`src/include/opdec_cfg.svh`:
```
// constants for the operand addressing and add/subtract timing decoder
`ifndef OPDEC_CFG_SVH
`define OPDEC_CFG_SVH

// immediate forms
`define IMM_SHORT_BITS 8
`define IMM_ONES_WORD 16'hffff
`define IMM_ZERO_WORD 16'h0000
`define STEP_ONE 3'h1
`define STEP_TWO 3'h2
`define STEP_FOUR 3'h4

// bit addressing
`define LEGACY_RAM_BASE 24'h000020
`define LEGACY_SFR_FIRST 8'h80
`define EXT_BIT_LOW 24'h000020
`define EXT_BIT_HIGH 24'h00007f

// timing entries: {binary bytes, binary states, source bytes, source states}
`define T_ACC_REG 16'h1122
`define T_ACC_SHORT_DIRECT_ADDRESS 16'h2121
`define T_ACC_IND 16'h1223
`define T_ACC_IMM 16'h2121
`define T_RR_BYTE 16'h3221
`define T_RR_WORD 16'h3322
`define T_RR_DWORD 16'h3524
`define T_R_IMM8 16'h4333
`define T_R_SHORT_DIRECT_ADDRESS 16'h4332
`define T_W_SHORT_DIRECT_ADDRESS 16'h4433
`define T_R_LONG_DIRECT_ADDRESS 16'h5342
`define T_W_LONG_DIRECT_ADDRESS 16'h5443
`define T_R_PTR16 16'h4332
`define T_R_PTR24 16'h4433

// reset values
`define MODE_RESET 1'b0

`endif

```
`src/include/opdec_pkg.sv`:
```
// types shared by the decoder and its timing table
package opdec_pkg;

  // instruction forms of the add/subtract family
  typedef enum logic [3:0] {
    form_acc_reg, form_acc_short_direct_address, form_acc_ind, form_acc_imm,
    form_rr_byte, form_rr_word, form_rr_dword, form_r_imm8,
    form_r_short_direct_address, form_w_short_direct_address, form_r_long_direct_address, form_w_long_direct_address,
    form_r_ptr16, form_r_ptr24
  } form_t;

  // arithmetic operation
  typedef enum logic [1:0] {
    op_add, op_sub, sum_with_carry_op, difference_with_borrow_op
  } alu_op_t;

  // immediate operand kinds
  typedef enum logic [1:0] {
    imm_short8, zero_extended_immediate, one_extended_immediate, imm_step
  } imm_kind_t;

  // bit addressing kinds
  typedef enum logic {legacy_bit_address, extended_bit_address} bit_kind_t;

  // branch target kinds
  typedef enum logic [1:0] {
    rel_target, block_target, region_target, full_target
  } branch_kind_t;

  // execution sequencer, one-hot
  typedef enum logic [1:0] {seq_idle = 2'b01, seq_exec = 2'b10} seq_t;

  // whole state of the decoder
  typedef struct packed {
    seq_t seq;
    logic mode;
    logic [3:0] left;
    logic result_valid;
    logic exec_done;
    logic [31:0] alu_result;
    logic carry_out;
    logic [31:0] imm_operand;
    logic [2:0] step_value;
    logic step_error;
    logic [23:0] bit_byte_address;
    logic bit_in_sfr;
    logic [2:0] bit_position;
    logic bit_error;
    logic [23:0] branch_target;
    logic [3:0] instr_bytes;
    logic [3:0] instr_states;
  } state_t;

endpackage

```
`src/include/timing_if.sv`:
```
// link between the decoder and its timing table
`timescale 1ns/1ps
interface timing_if;
  opdec_pkg::form_t form; // form to look up
  logic source_mode; // high selects source encoding
  logic [3:0] bytes; // instruction length
  logic [3:0] states; // execution states
  modport table_side (input form, input source_mode, output bytes, output states);
  modport user_side (output form, output source_mode, input bytes, input states);
endinterface
```
`src/hdl/operand_addressing_add_sub.sv`:
```
// operand addressing decode and add/subtract timing for the core
`timescale 1ns/1ps
`include "opdec_cfg.svh"

module operand_addressing_add_sub (
  // clock and reset
  input wire logic clock,
  input wire logic reset,
  // configuration
  input wire logic source_mode,
  // decode request
  input wire logic decode_valid,
  input wire opdec_pkg::form_t form,
  input wire opdec_pkg::alu_op_t alu_op,
  // operands
  input wire logic [31:0] dest_operand,
  input wire logic [31:0] src_operand,
  input wire logic carry_flag,
  // immediate fields
  input wire opdec_pkg::imm_kind_t imm_kind,
  input wire logic [15:0] imm_field,
  input wire logic [1:0] step_code,
  // bit address fields
  input wire opdec_pkg::bit_kind_t bit_kind,
  input wire logic [7:0] bit_number,
  input wire logic [23:0] bit_address,
  input wire logic [2:0] bit_select,
  input wire logic bit_sfr_space,
  input wire logic bit_sfr_defined,
  // branch fields
  input wire opdec_pkg::branch_kind_t branch_kind,
  input wire logic [23:0] branch_field,
  input wire logic [23:0] next_pc,
  // status
  output logic busy,
  output logic exec_done,
  output logic mode_held,
  // arithmetic
  output logic result_valid,
  output logic [31:0] alu_result,
  output logic carry_out,
  // immediate
  output logic [31:0] imm_operand,
  output logic [2:0] step_value,
  output logic step_error,
  // bit address
  output logic [23:0] bit_byte_address,
  output logic bit_in_sfr,
  output logic [2:0] bit_position,
  output logic bit_error,
  // branch
  output logic [23:0] branch_target,
  // timing
  output logic [3:0] instr_bytes,
  output logic [3:0] instr_states
);

  opdec_pkg::state_t st_r; // registered state
  opdec_pkg::state_t st_nxt; // next state
  timing_if tif (); // table link
  logic accept; // request taken this edge
  logic [1:0] width_sel; // 0 byte, 1 word, 2 dword
  logic [31:0] mask; // operand width mask
  logic [32:0] wide; // sum or difference with carry bit
  logic cin; // carry used by the operation
  logic [31:0] dm; // masked destination
  logic [31:0] sm; // masked source

  // timing lookup
  timing_table u_table (
    .tif(tif.table_side)
  );

  assign tif.form = form;
  assign tif.source_mode = st_r.mode;

  // request taken only while idle
  assign accept = decode_valid && (st_r.seq == opdec_pkg::seq_idle);

  // operand width by form
  always_comb begin
    case (form)
      opdec_pkg::form_rr_word: width_sel = 2'h1;
      opdec_pkg::form_w_short_direct_address: width_sel = 2'h1;
      opdec_pkg::form_w_long_direct_address: width_sel = 2'h1;
      opdec_pkg::form_rr_dword: width_sel = 2'h2;
      default: width_sel = 2'h0;
    endcase
  end

  // arithmetic datapath
  always_comb begin
    case (width_sel)
      2'h1: mask = 32'h0000ffff;
      2'h2: mask = 32'hffffffff;
      default: mask = 32'h000000ff;
    endcase
    dm = dest_operand & mask;
    sm = src_operand & mask;
    cin = (alu_op == opdec_pkg::sum_with_carry_op) ||
          (alu_op == opdec_pkg::difference_with_borrow_op) ? carry_flag : 1'b0;
    if (alu_op == opdec_pkg::op_sub || alu_op == opdec_pkg::difference_with_borrow_op) begin
      wide = {1'b0, dm} - {1'b0, sm} - {32'h00000000, cin};
    end else begin
      wide = {1'b0, dm} + {1'b0, sm} + {32'h00000000, cin};
    end
  end

  // next state
  always_comb begin
    st_nxt = st_r;
    st_nxt.exec_done = 1'b0;
    st_nxt.result_valid = 1'b0;
    case (st_r.seq)
      // idle: mode may change, requests taken
      opdec_pkg::seq_idle: begin
        // mode sampled only when no request is taken, so the
        // mode shown matches the one used for lengths and states
        st_nxt.mode = accept ? st_r.mode : source_mode;
        if (accept) begin
          st_nxt.seq = opdec_pkg::seq_exec;
          st_nxt.left = tif.states;
          st_nxt.result_valid = 1'b1;
          st_nxt.instr_bytes = tif.bytes;
          st_nxt.instr_states = tif.states;
          // result masked to operand width
          st_nxt.alu_result = wide[31:0] & mask;
          case (width_sel)
            2'h1: st_nxt.carry_out = wide[16];
            2'h2: st_nxt.carry_out = wide[32];
            default: st_nxt.carry_out = wide[8];
          endcase
          // immediate forms
          st_nxt.step_error = 1'b0;
          case (imm_kind)
            opdec_pkg::imm_short8: st_nxt.imm_operand = {24'h000000, imm_field[7:0]};
            opdec_pkg::zero_extended_immediate:
              st_nxt.imm_operand = {`IMM_ZERO_WORD, imm_field};
            opdec_pkg::one_extended_immediate:
              st_nxt.imm_operand = {`IMM_ONES_WORD, imm_field};
            default: st_nxt.imm_operand = 32'h00000000;
          endcase
          case (step_code)
            2'h0: st_nxt.step_value = `STEP_ONE;
            2'h1: st_nxt.step_value = `STEP_TWO;
            2'h2: st_nxt.step_value = `STEP_FOUR;
            default: begin
              st_nxt.step_value = `STEP_ONE;
              st_nxt.step_error = (imm_kind == opdec_pkg::imm_step);
            end
          endcase
          if (bit_kind == opdec_pkg::legacy_bit_address) begin
            st_nxt.bit_position = bit_number[2:0];
            st_nxt.bit_error = 1'b0;
            if (bit_number < `LEGACY_SFR_FIRST) begin
              st_nxt.bit_in_sfr = 1'b0;
              st_nxt.bit_byte_address = `LEGACY_RAM_BASE + {20'h00000, bit_number[6:3]};
            end else begin
              st_nxt.bit_in_sfr = 1'b1;
              st_nxt.bit_byte_address = {16'h0000, bit_number[7:3], 3'h0};
            end
          end else begin
            st_nxt.bit_position = bit_select;
            st_nxt.bit_in_sfr = bit_sfr_space;
            st_nxt.bit_byte_address = bit_address;
            st_nxt.bit_error = bit_sfr_space ? !bit_sfr_defined :
              (bit_address < `EXT_BIT_LOW) || (bit_address > `EXT_BIT_HIGH);
          end
          case (branch_kind)
            opdec_pkg::rel_target:
              st_nxt.branch_target = next_pc + {{16{branch_field[7]}}, branch_field[7:0]};
            opdec_pkg::block_target:
              st_nxt.branch_target = {next_pc[23:11], branch_field[10:0]};
            opdec_pkg::region_target:
              st_nxt.branch_target = {next_pc[23:16], branch_field[15:0]};
            default: st_nxt.branch_target = branch_field;
          endcase
        end
      end
      // exec: count down the execution states
      opdec_pkg::seq_exec: begin
        st_nxt.left = st_r.left - 4'h1;
        if (st_r.left <= 4'h1) begin
          st_nxt.seq = opdec_pkg::seq_idle;
          st_nxt.exec_done = 1'b1;
          st_nxt.left = 4'h0;
        end
      end
      default: st_nxt.seq = opdec_pkg::seq_idle;
    endcase
  end

  // state register
  always_ff @(posedge clock) begin
    if (reset) begin
      st_r <= '0;
      st_r.seq <= opdec_pkg::seq_idle;
      st_r.mode <= `MODE_RESET;
    end else begin
      st_r <= st_nxt;
    end
  end

  // outputs straight from the state register
  // busy is the one-hot exec bit itself, no decode gate
  assign busy = st_r.seq[1];
  assign exec_done = st_r.exec_done;
  assign mode_held = st_r.mode;
  assign result_valid = st_r.result_valid;
  assign alu_result = st_r.alu_result;
  assign carry_out = st_r.carry_out;
  assign imm_operand = st_r.imm_operand;
  assign step_value = st_r.step_value;
  assign step_error = st_r.step_error;
  assign bit_byte_address = st_r.bit_byte_address;
  assign bit_in_sfr = st_r.bit_in_sfr;
  assign bit_position = st_r.bit_position;
  assign bit_error = st_r.bit_error;
  assign branch_target = st_r.branch_target;
  assign instr_bytes = st_r.instr_bytes;
  assign instr_states = st_r.instr_states;
endmodule // operand_addressing_add_sub

```
`src/hdl/timing_table.sv`:
```
// byte counts and state counts per form and encoding mode
`timescale 1ns/1ps
`include "opdec_cfg.svh"
module timing_table (
  // lookup
  timing_if.table_side tif
);

  logic [15:0] entry; // packed table entry

  // table lookup by form
  always_comb begin
    case (tif.form)
      opdec_pkg::form_acc_reg: entry = `T_ACC_REG;
      opdec_pkg::form_acc_short_direct_address: entry = `T_ACC_SHORT_DIRECT_ADDRESS;
      opdec_pkg::form_acc_ind: entry = `T_ACC_IND;
      opdec_pkg::form_acc_imm: entry = `T_ACC_IMM;
      opdec_pkg::form_rr_byte: entry = `T_RR_BYTE;
      opdec_pkg::form_rr_word: entry = `T_RR_WORD;
      opdec_pkg::form_rr_dword: entry = `T_RR_DWORD;
      opdec_pkg::form_r_imm8: entry = `T_R_IMM8;
      opdec_pkg::form_r_short_direct_address: entry = `T_R_SHORT_DIRECT_ADDRESS;
      opdec_pkg::form_w_short_direct_address: entry = `T_W_SHORT_DIRECT_ADDRESS;
      opdec_pkg::form_r_long_direct_address: entry = `T_R_LONG_DIRECT_ADDRESS;
      opdec_pkg::form_w_long_direct_address: entry = `T_W_LONG_DIRECT_ADDRESS;
      opdec_pkg::form_r_ptr16: entry = `T_R_PTR16;
      opdec_pkg::form_r_ptr24: entry = `T_R_PTR24;
      default: entry = `T_ACC_REG;
    endcase
  end

  assign tif.bytes = tif.source_mode ? entry[7:4] : entry[15:12];
  assign tif.states = tif.source_mode ? entry[3:0] : entry[11:8];

endmodule // timing_table

```
`config.mk`:
```
export PLATFORM = sky130hd
export DESIGN_NAME = operand_addressing_add_sub
export DESIGN_NICKNAME = d
export VERILOG_FILES = /design/src/include/opdec_pkg.sv /design/src/include/timing_if.sv /design/src/hdl/operand_addressing_add_sub.sv /design/src/hdl/timing_table.sv
export VERILOG_INCLUDE_DIRS = /design/src /design/src/include
export SDC_FILE = /design/constraint.sdc
export NUM_CORES = 1
export LEC_CHECK = 0
export ABC_AREA = 1
export BUFFER_PORTS_ARGS = -buffer_cell sky130_fd_sc_hd__buf_2
export CAP_MARGIN = 10
export CORE_ASPECT_RATIO = 0.6
export CORE_UTILIZATION = 40
export CTS_BUF_LIST = sky130_fd_sc_hd__clkbuf_4
export CTS_CLUSTER_DIAMETER = 60
export DETAILED_ROUTE_END_ITERATION = 8
export PLACE_DENSITY_LB_ADDON = 0.15
export RECOVER_POWER = 100
export SYNTH_ARGS = -nofsm -noshare
export SYNTH_HDL_FRONTEND = slang
export SYNTH_SLANG_ARGS = --single-unit
export TNS_END_PERCENT = 20
```
`constraint.sdc`:
```
create_clock -name clock -period 3.5 [get_ports clock]
set_clock_uncertainty 0.15 [all_clocks]
set_input_delay 0.35 -clock clock [delete_from_list [all_inputs] [get_ports clock]]
set_output_delay 0.35 -clock clock [all_outputs]
set_load 0.05 [all_outputs]
```
**Word-level counts from Yosys, hierarchy flattened**

Memories as Yosys holds them, arrays and structs flattened.
Index checks and enable logic that the tools add are counted.
W data, S select, Z words.

- Register bits after elaboration: 139
- Memory bits (read-only): 192
- Bits of input ports: 183
- Output and inout bits: 134
- Word-level logic and storage cells: 93
- Memories kept: 1

Memories:

| name | depth | bits a word | read ports | clocked after Yosys merged registers in | write ports | RTL line | text |
|---|---|---|---|---|---|---|---|
| (name not given) | 16 | 12 | 1 | 0 | 0 | timing_table.sv:13 | `case (tif.form)` |

- Add/sub/neg operators: 7
- Order comparisons: 4
- Equality and inequality tests: 20
- Multiplexer cells: 21
- Bitwise operators: 6
- Reduce and logical (&&, ||, !) cells: 17

Operator list:

| operator | number |
|---|---|
| $and A32 B32 Y32 | 3 |
| $pmux W32 S3 | 1 |
| $pmux W24 S3 | 1 |
| $pmux W32 S2 | 1 |
| $add A32 B32 Y33 | 1 |
| $add A33 B1 Y33 | 1 |
| $mux W33 | 1 |
| $sub A32 B32 Y33 | 1 |
| $sub A33 B1 Y33 | 1 |
| $mux W29 | 1 |
| $add A24 B24 Y24 | 1 |
| $gt A24 B7 Y1 const B | 1 |
| $lt A24 B6 Y1 const B | 1 |
| $eq A2 B2 Y1 const B | 8 |
| $eq A2 B1 Y1 const B | 6 |
| $mux W4 | 3 |
| $mux W9 | 1 |
| $eq A4 B3 Y1 const B | 2 |
| $eq A4 B4 Y1 const B | 2 |
| $lt A8 B8 Y1 const B | 1 |
| $pmux W2 S2 | 2 |
| $pmux W4 S2 | 1 |
| $reduce_and A2 Y1 | 4 |
| $add A6 B4 Y7 const A | 1 |
| 16 further kinds | 29 |

**Logic depth before layout (Yosys ltp)**

- Word-level depth: 10
- Gate-level depth with buffers: 28
- Mapped depth without buffers: 26

**Cells and area by module**

From an unflattened synthesis, not the netlist that was laid out.

- Cells, all modules: 2,027
- Area total of the unflattened synthesis: 12,788.5 um^2

By module, submodules not included:

| module | instances | cells each | area an instance (um^2) | sequential area each (um^2) |
|---|---|---|---|---|
| operand_addressing_add_sub | 1 | 1,958 | 12,416.9 | 2,482.4 |
| timing_table | 1 | 69 | 371.6 | 0.0 |

**Worst setup path before layout**

OpenSTA, ideal clock, no wires.

- Path kind: input-to-reg
- Start: in form[1]
- End: reg st_r (netlist bit alu_result[18])
- Library setup time: 0.128 ns
- Data arrival time: 3.297 ns
- Required time: 3.222 ns
- Path slack: -0.075 ns
- Cell stages on the path: 21
- Path buffers: 1
- Path through: inv_1 -> ha_1 -> inv_1 -> nand2_1 -> o21a_1 -> inv_1 -> ha_1 -> buf_4 -> clkinv_1 -> nand2_1 -> inv_1 -> ha_1 -> ha_1 -> a21oi_1 -> a21boi_0 -> o21bai_1 -> nand3b_1 -> a21oi_1 -> o21ai_0 -> nand3_1 -> a21oi_1

- Longest elaborated chain between the ends: 10
- Elaborated cells between the ends (all ways): 17
- Those cells by class: add/sub: 4; eq/ne: 6; mux: 3; bitwise: 3; reduce/logical: 1

Ends and longest elaborated chain:

| what | RTL line | text |
|---|---|---|
| start: declaration | operand_addressing_add_sub.sv:13 | `input wire opdec_pkg::form_t form,` |
| $eq A4 B4 Y1 / $eq A4 B3 Y1 (equally long branches) | operand_addressing_add_sub.sv:82 | `case (form)` |
| $reduce_or A3 Y1 (no source line) | -- |  |
| $pmux W2 S2 * | operand_addressing_add_sub.sv:82 |  |
| $eq A2 B2 Y1 / $eq A2 B1 Y1 (equally long branches) | operand_addressing_add_sub.sv:93 | `case (width_sel)` |
| $pmux W32 S2 * | operand_addressing_add_sub.sv:93 |  |
| $and A32 B32 Y32 (on tied branches) | operand_addressing_add_sub.sv:98, operand_addressing_add_sub.sv:99 |  |
| $add A32 B32 Y33 / $sub A32 B32 Y33 (equally long branches) | operand_addressing_add_sub.sv:105, operand_addressing_add_sub.sv:103 |  |
| $add A33 B1 Y33 / $sub A33 B1 Y33 (equally long branches) | operand_addressing_add_sub.sv:105, operand_addressing_add_sub.sv:103 |  |
| $mux W33 | operand_addressing_add_sub.sv:102 | `if (alu_op == opdec_pkg::op_sub \|\| alu_op == opdec_pkg::difference_with_borrow_op) begin` |
| $and A32 B32 Y32 * | operand_addressing_add_sub.sv:127 | `st_nxt.alu_result = wide[31:0] & mask;` |
| end signal: assignment | operand_addressing_add_sub.sv:200 | `st_r <= st_nxt;` |
| end: declaration | operand_addressing_add_sub.sv:58 | `opdec_pkg::state_t st_r;` |

Mark *: on every way between the ends. The rest lies on a longest branch, timed or not.
A chain may end at the register's enable or synchronous reset.

**Worst setup path in the final report**

- Start: in form[1]
- End: reg st_r (netlist bit alu_result[27])

The elaborated chain is that of the path after synthesis.

==> summary by stage <==
Outcome
The flow ran to the end, and the final reports show no timing, DRC or antenna violations.

Cells and area
Registers take 2440 µm². Compared with the post-synthesis result, the final layout area differs by 30.1%. The final non-filler cell area is 16400 µm². The layout filler cell count is 3179. The proportion of layout cells with a drive suffix above 1 is 20.2%. The number of nets in the layout is 2788.

The number of non-filler instances in the completed layout is 2895. The multi-input combinational cells in the finished layout cover a total of 8210 µm².

Clocking
Buffers added to address setup during post-CTS repair amount to 0. The TritonCTS clock tree is yes. The buffer levels on the longest clock path is 2. The total clock sinks is 122. The root buffer cell is sky130_fd_sc_hd__clkbuf_4. At the later pin of the worst-skew pair, clock insertion delay measures 0.57 ns.

The total number of H-tree levels is 4. In this run, CTS created clock tree buffers numbering 17. Clock-pin slew was measured on the worst setup and hold paths at 0.14 ns.

Power and ir drop
The net switching power figure is 2.33 mW. Per report_power, the clock group accounts for 20.9% of the total. The design internal power is 2.82 mW. The worst-case vdd ir drop is 279 µV.

The leakage power total is 8.29 nW. The sequential fraction of design power is 29.8%. The share of total power in combinational logic is 49.3%. Power spread over the standard cell area amounts to 313 nW/µm². The switching part of the total power is 45.2%.

Die
The boundary pin count is 317. The width of the chip is 231 µm. In this run the vertical extent of the chip is 140 µm.

The die covers 32300 µm². The effective utilization at floorplan is 41.4%. In this run the standard cell core region covers 30500 µm². The total number of placement rows is 49.

Timing
The highest clock rate is 291 MHz. The clock period minus final worst setup slack is 3.43 ns. The final number of max-transition violations was 0. Headroom to the max-slew limit came out at 2.81%. The count of endpoints failing hold in the final timing report is 0.

In the finished design, the share of the clock period the worst path needs comes to 98.1%. Across all setup checks in the final design, the least slack found is 0.0662 ns. Setup repair after global routing could not meet its margin everywhere. Setup violations remaining at the end of the flow were counted as 0. At the pin with the least slew margin, the transition time is 1.46 ns.

Synthesis
The most instantiated flip-flop cell in the synthesis netlist is sky130_fd_sc_hd__dfxtp_1. Ranked by total cell area, the synthesized netlist is headed by sky130_fd_sc_hd__dfxtp_1 19%, sky130_fd_sc_hd__nand2_1 13%, sky130_fd_sc_hd__ha_1 13%. The cell count after synthesis came out at 2013. After synthesis the netlist holds a flip-flop and latch count of 122. The async set-reset flop share out of synthesis is 0%. The dominant combinational cell family by area after synthesis is simple AND/OR/NAND/NOR gates. The Yosys step of the flow raised 0 warnings. The post-synthesis simple-gate area fraction is 27.7%. The fraction of synthesized cell area taken by the top area cell type is 19.3%. Of the total synthesized cell area, the portion taken by XOR and XNOR cells is 0.753%. The cell taking the most area after synthesis is sky130_fd_sc_hd__dfxtp_1. Ranked by instance count, the synthesized netlist is headed by 428 x sky130_fd_sc_hd__nand2_1, 266 x sky130_fd_sc_hd__inv_1, 206 x sky130_fd_sc_hd__a21oi_1. In the synthesized netlist, mux cells make up 0% of the area. The most frequent cell after synthesis is sky130_fd_sc_hd__nand2_1.

The synthesized netlist occupies a cell area of 12600 µm². The per-instance average area after synthesis is 6.27 µm². Synthesis instantiated 58 different standard cells from the library. The number of flops mapped to enable cells by yosys is 0.

The fraction of the mapped netlist area in compound gates is 21.4%. The share of synthesized area occupied by flip-flops and latches is 19.3%. The synthesized netlist devotes 13.4% of its cell area to adder and majority cells.

Worst setup path
The most critical setup path has its startpoint at form[1]. Data on the critical path arrives at its endpoint at 3.81 ns. The path depth of the worst reg2reg path is 8.

Following the worst setup path forward leads to its endpoint at alu_result[27]. The worst flop-to-flop path endpoint is st_r[134]. The peak fanout along the critical path is 25. The reg-to-reg critical path startpoint is busy. The critical setup path kind is input pin to register. For the worst setup path, the data required time is 3.87 ns. STA classifies the critical path endpoint as a register.

Across all register-to-register paths, the minimum setup slack is 0.32 ns. The kind of launch point of the worst setup path is an input pin.

Placement
The post-placement worst setup slack is -0.903 ns. The number of port buffers is 314. The global placer's final weighted congestion is 0.956. Summing all placed instances gives a cell area of 15100 µm².

The half-perimeter wire length of the detailed placement result is 38900 µm. After detailed placement, the design holds a cell count of 2768.

Global route
The initial antenna violation count is 3. The first global-routing pass estimated 75500 µm of wire. For this run, the total global-route usage over all layers was measured as 29.9%. The via count of the first global-routing pass is 13754.

The largest net degree at the start of global routing is 53. The total congestion overflow after global routing is 0.

Route
In the detailed route, the total length drawn on met3 is 4360 µm. The routed layout has 15087 vias. Once detail routing completed, the nets flagged for antenna violations numbered 0. After detailed routing, the total wire length is 49200 µm.

The routed length per placed instance is 17.0 µm. The routed wire length on met2 is 19500 µm. The number of detailed-routing iterations run before antenna repair is 6. The detailed-route vias per instance is 5.21.

The initial detailed-routing violation count is 1619. The routed length on met1 is 24500 µm. The highest signal layer in the routed design is met5. For this run, design rule violations remaining after detail routing come to 0.

Worst hold path
The tightest min-delay check is of the input pin to register type.

Flow run
The count of maximum capacitance violations is 0.
## power by group through the flow
stage,clock network (mW),registers (mW),logic (mW)
floorplan,0,1.57,1.59
global placement,0,1.56,2.34
detailed placement,0,1.56,2.35
CTS,1.10,1.53,2.46
global route,1.16,1.55,2.76
finish,1.07,1.54,2.54
## sequential cells by signal, summed over array words and instances, names as in the netlist, 3 cells and up
name	cells
st_r	5
instr_bytes	3
branch_target	24
alu_result	32
bit_position	3
instr_states	3
imm_operand	17
step_value	3
bit_byte_address	24
## worst max-delay path, cell delays in order
cell                      delay [ns]
sky130_fd_sc_hd__buf_2          0.12
sky130_fd_sc_hd__inv_1          0.07
sky130_fd_sc_hd__ha_1           0.15
sky130_fd_sc_hd__inv_1          0.05
sky130_fd_sc_hd__nand2_1        0.07
sky130_fd_sc_hd__o21a_1         0.13
sky130_fd_sc_hd__inv_1          0.08
sky130_fd_sc_hd__ha_4           0.18
sky130_fd_sc_hd__buf_12         0.15
sky130_fd_sc_hd__nand2_1        0.09
sky130_fd_sc_hd__inv_1          0.05
sky130_fd_sc_hd__ha_1           0.32
sky130_fd_sc_hd__ha_2           0.43
sky130_fd_sc_hd__nand2_1        0.11
sky130_fd_sc_hd__nor2_1         0.16
sky130_fd_sc_hd__inv_1          0.11
sky130_fd_sc_hd__nor2_1         0.31
sky130_fd_sc_hd__nand3_1        0.32
sky130_fd_sc_hd__nand3_1        0.17
sky130_fd_sc_hd__nand2_1        0.06
sky130_fd_sc_hd__nand3_1        0.06
sky130_fd_sc_hd__nand3_1        0.10
sky130_fd_sc_hd__a21oi_1        0.15
## kinds of logic (layout without fill, tap and decap cells)
group | after synthesis | after routing
AO/OA/AOI/OAI | 473 | 473
AND/OR/NAND/NOR | 821 | 821
flip-flops | 122 | 122
adder cells (fa/ha/maj) | 132 | 132
XOR/XNOR | 10 | 10
buffers and inverters | 454 | 926
other | 1 | 3
## routing by layer
| layer | vias up | global-route usage (%) |
|---|---|---|
| met5 | - | 0 |
| met4 | 4 | 6.31 |
| met3 | 61 | 5.92 |
| met2 | 652 | 42.2 |
| met1 | 6896 | 45.7 |
| li1 | 7474 | - |
## worst min-delay path by stage
| stage | slack [ns] | startpoint | to | depth (start not counted) |
|---|---|---|---|---|
| 3_5_place_dp | 0.30 | branch_target[23] | branch_target[23] | 2 |
| 3_3_place_gp | 0.30 | imm_operand[13] | imm_operand[13] | 2 |
| 5_1_grt | 0.03 | next_pc[23] | branch_target[23] | 5 |
| 6_report | 0.05 | branch_field[1] | branch_target[1] | 5 |
| 4_1_cts | 0.007 | branch_field[1] | branch_target[1] | 5 |
| 2_1_floorplan | 0.29 | alu_result[10] | alu_result[10] | 2 |
## layout make-up
class                      instances  share of cell area [%]
clock inverter                    14                   0.891
tap                              408                    3.11
sequential                       122                    14.9
inverter                         274                    6.29
multi-input combinational       1438                    50.0
timing repair buffer             620                    24.0
antenna                            1                  0.0152
clock buffer                      18                   0.823
## stage by stage
| step | hold slack, ns | util (%) | total power, mW | TNS, ns |
|---|---|---|---|---|
| 2_1_floorplan | 0.295 | - | 3.16 | 0 |
| 3_3_place_gp | 0.299 | 49.7 | 3.90 | -10.86 |
| 3_5_place_dp | 0.304 | 49.7 | 3.91 | -12.07 |
| 4_1_cts | 0.00742 | 53.7 | 5.09 | -0.0629 |
| 5_1_grt | 0.0320 | 53.9 | 5.47 | -0.0533 |
| 6_report | 0.0534 | 53.9 | 5.15 | 0 |
## what timing repair did
item,in CTS,in global routing
endpoints found under the hold margin,69,0
endpoints found under the setup margin,3,23
pin swaps,0,3
resized for setup,4,49
hold buffers,94,0
## layout by cell type (no fill, tap or decap), types with 9 or more instances in the layout
cell type and n:
sky130_fd_sc_hd__clkbuf_4 18, sky130_fd_sc_hd__dfxtp_1 122, sky130_fd_sc_hd__clkbuf_1 136, sky130_fd_sc_hd__a21o_1 14, sky130_fd_sc_hd__ha_2 9, sky130_fd_sc_hd__a221oi_1 9, sky130_fd_sc_hd__nand2_1 426, sky130_fd_sc_hd__a21oi_2 9
sky130_fd_sc_hd__ha_1 109, sky130_fd_sc_hd__a21oi_1 201, sky130_fd_sc_hd__nand3_1 175, sky130_fd_sc_hd__inv_1 266, sky130_fd_sc_hd__nand4_1 22, sky130_fd_sc_hd__buf_2 181, sky130_fd_sc_hd__ha_4 9, sky130_fd_sc_hd__nor3_1 21
sky130_fd_sc_hd__a31oi_1 18, sky130_fd_sc_hd__nor2_1 128, sky130_fd_sc_hd__dlygate4sd3_1 94, sky130_fd_sc_hd__nor2_2 13, sky130_fd_sc_hd__o21bai_1 14, sky130_fd_sc_hd__buf_4 206, sky130_fd_sc_hd__o21ai_0 145, sky130_fd_sc_hd__o211ai_1 9
No activity file was read; power rests on OpenSTA's default activity.
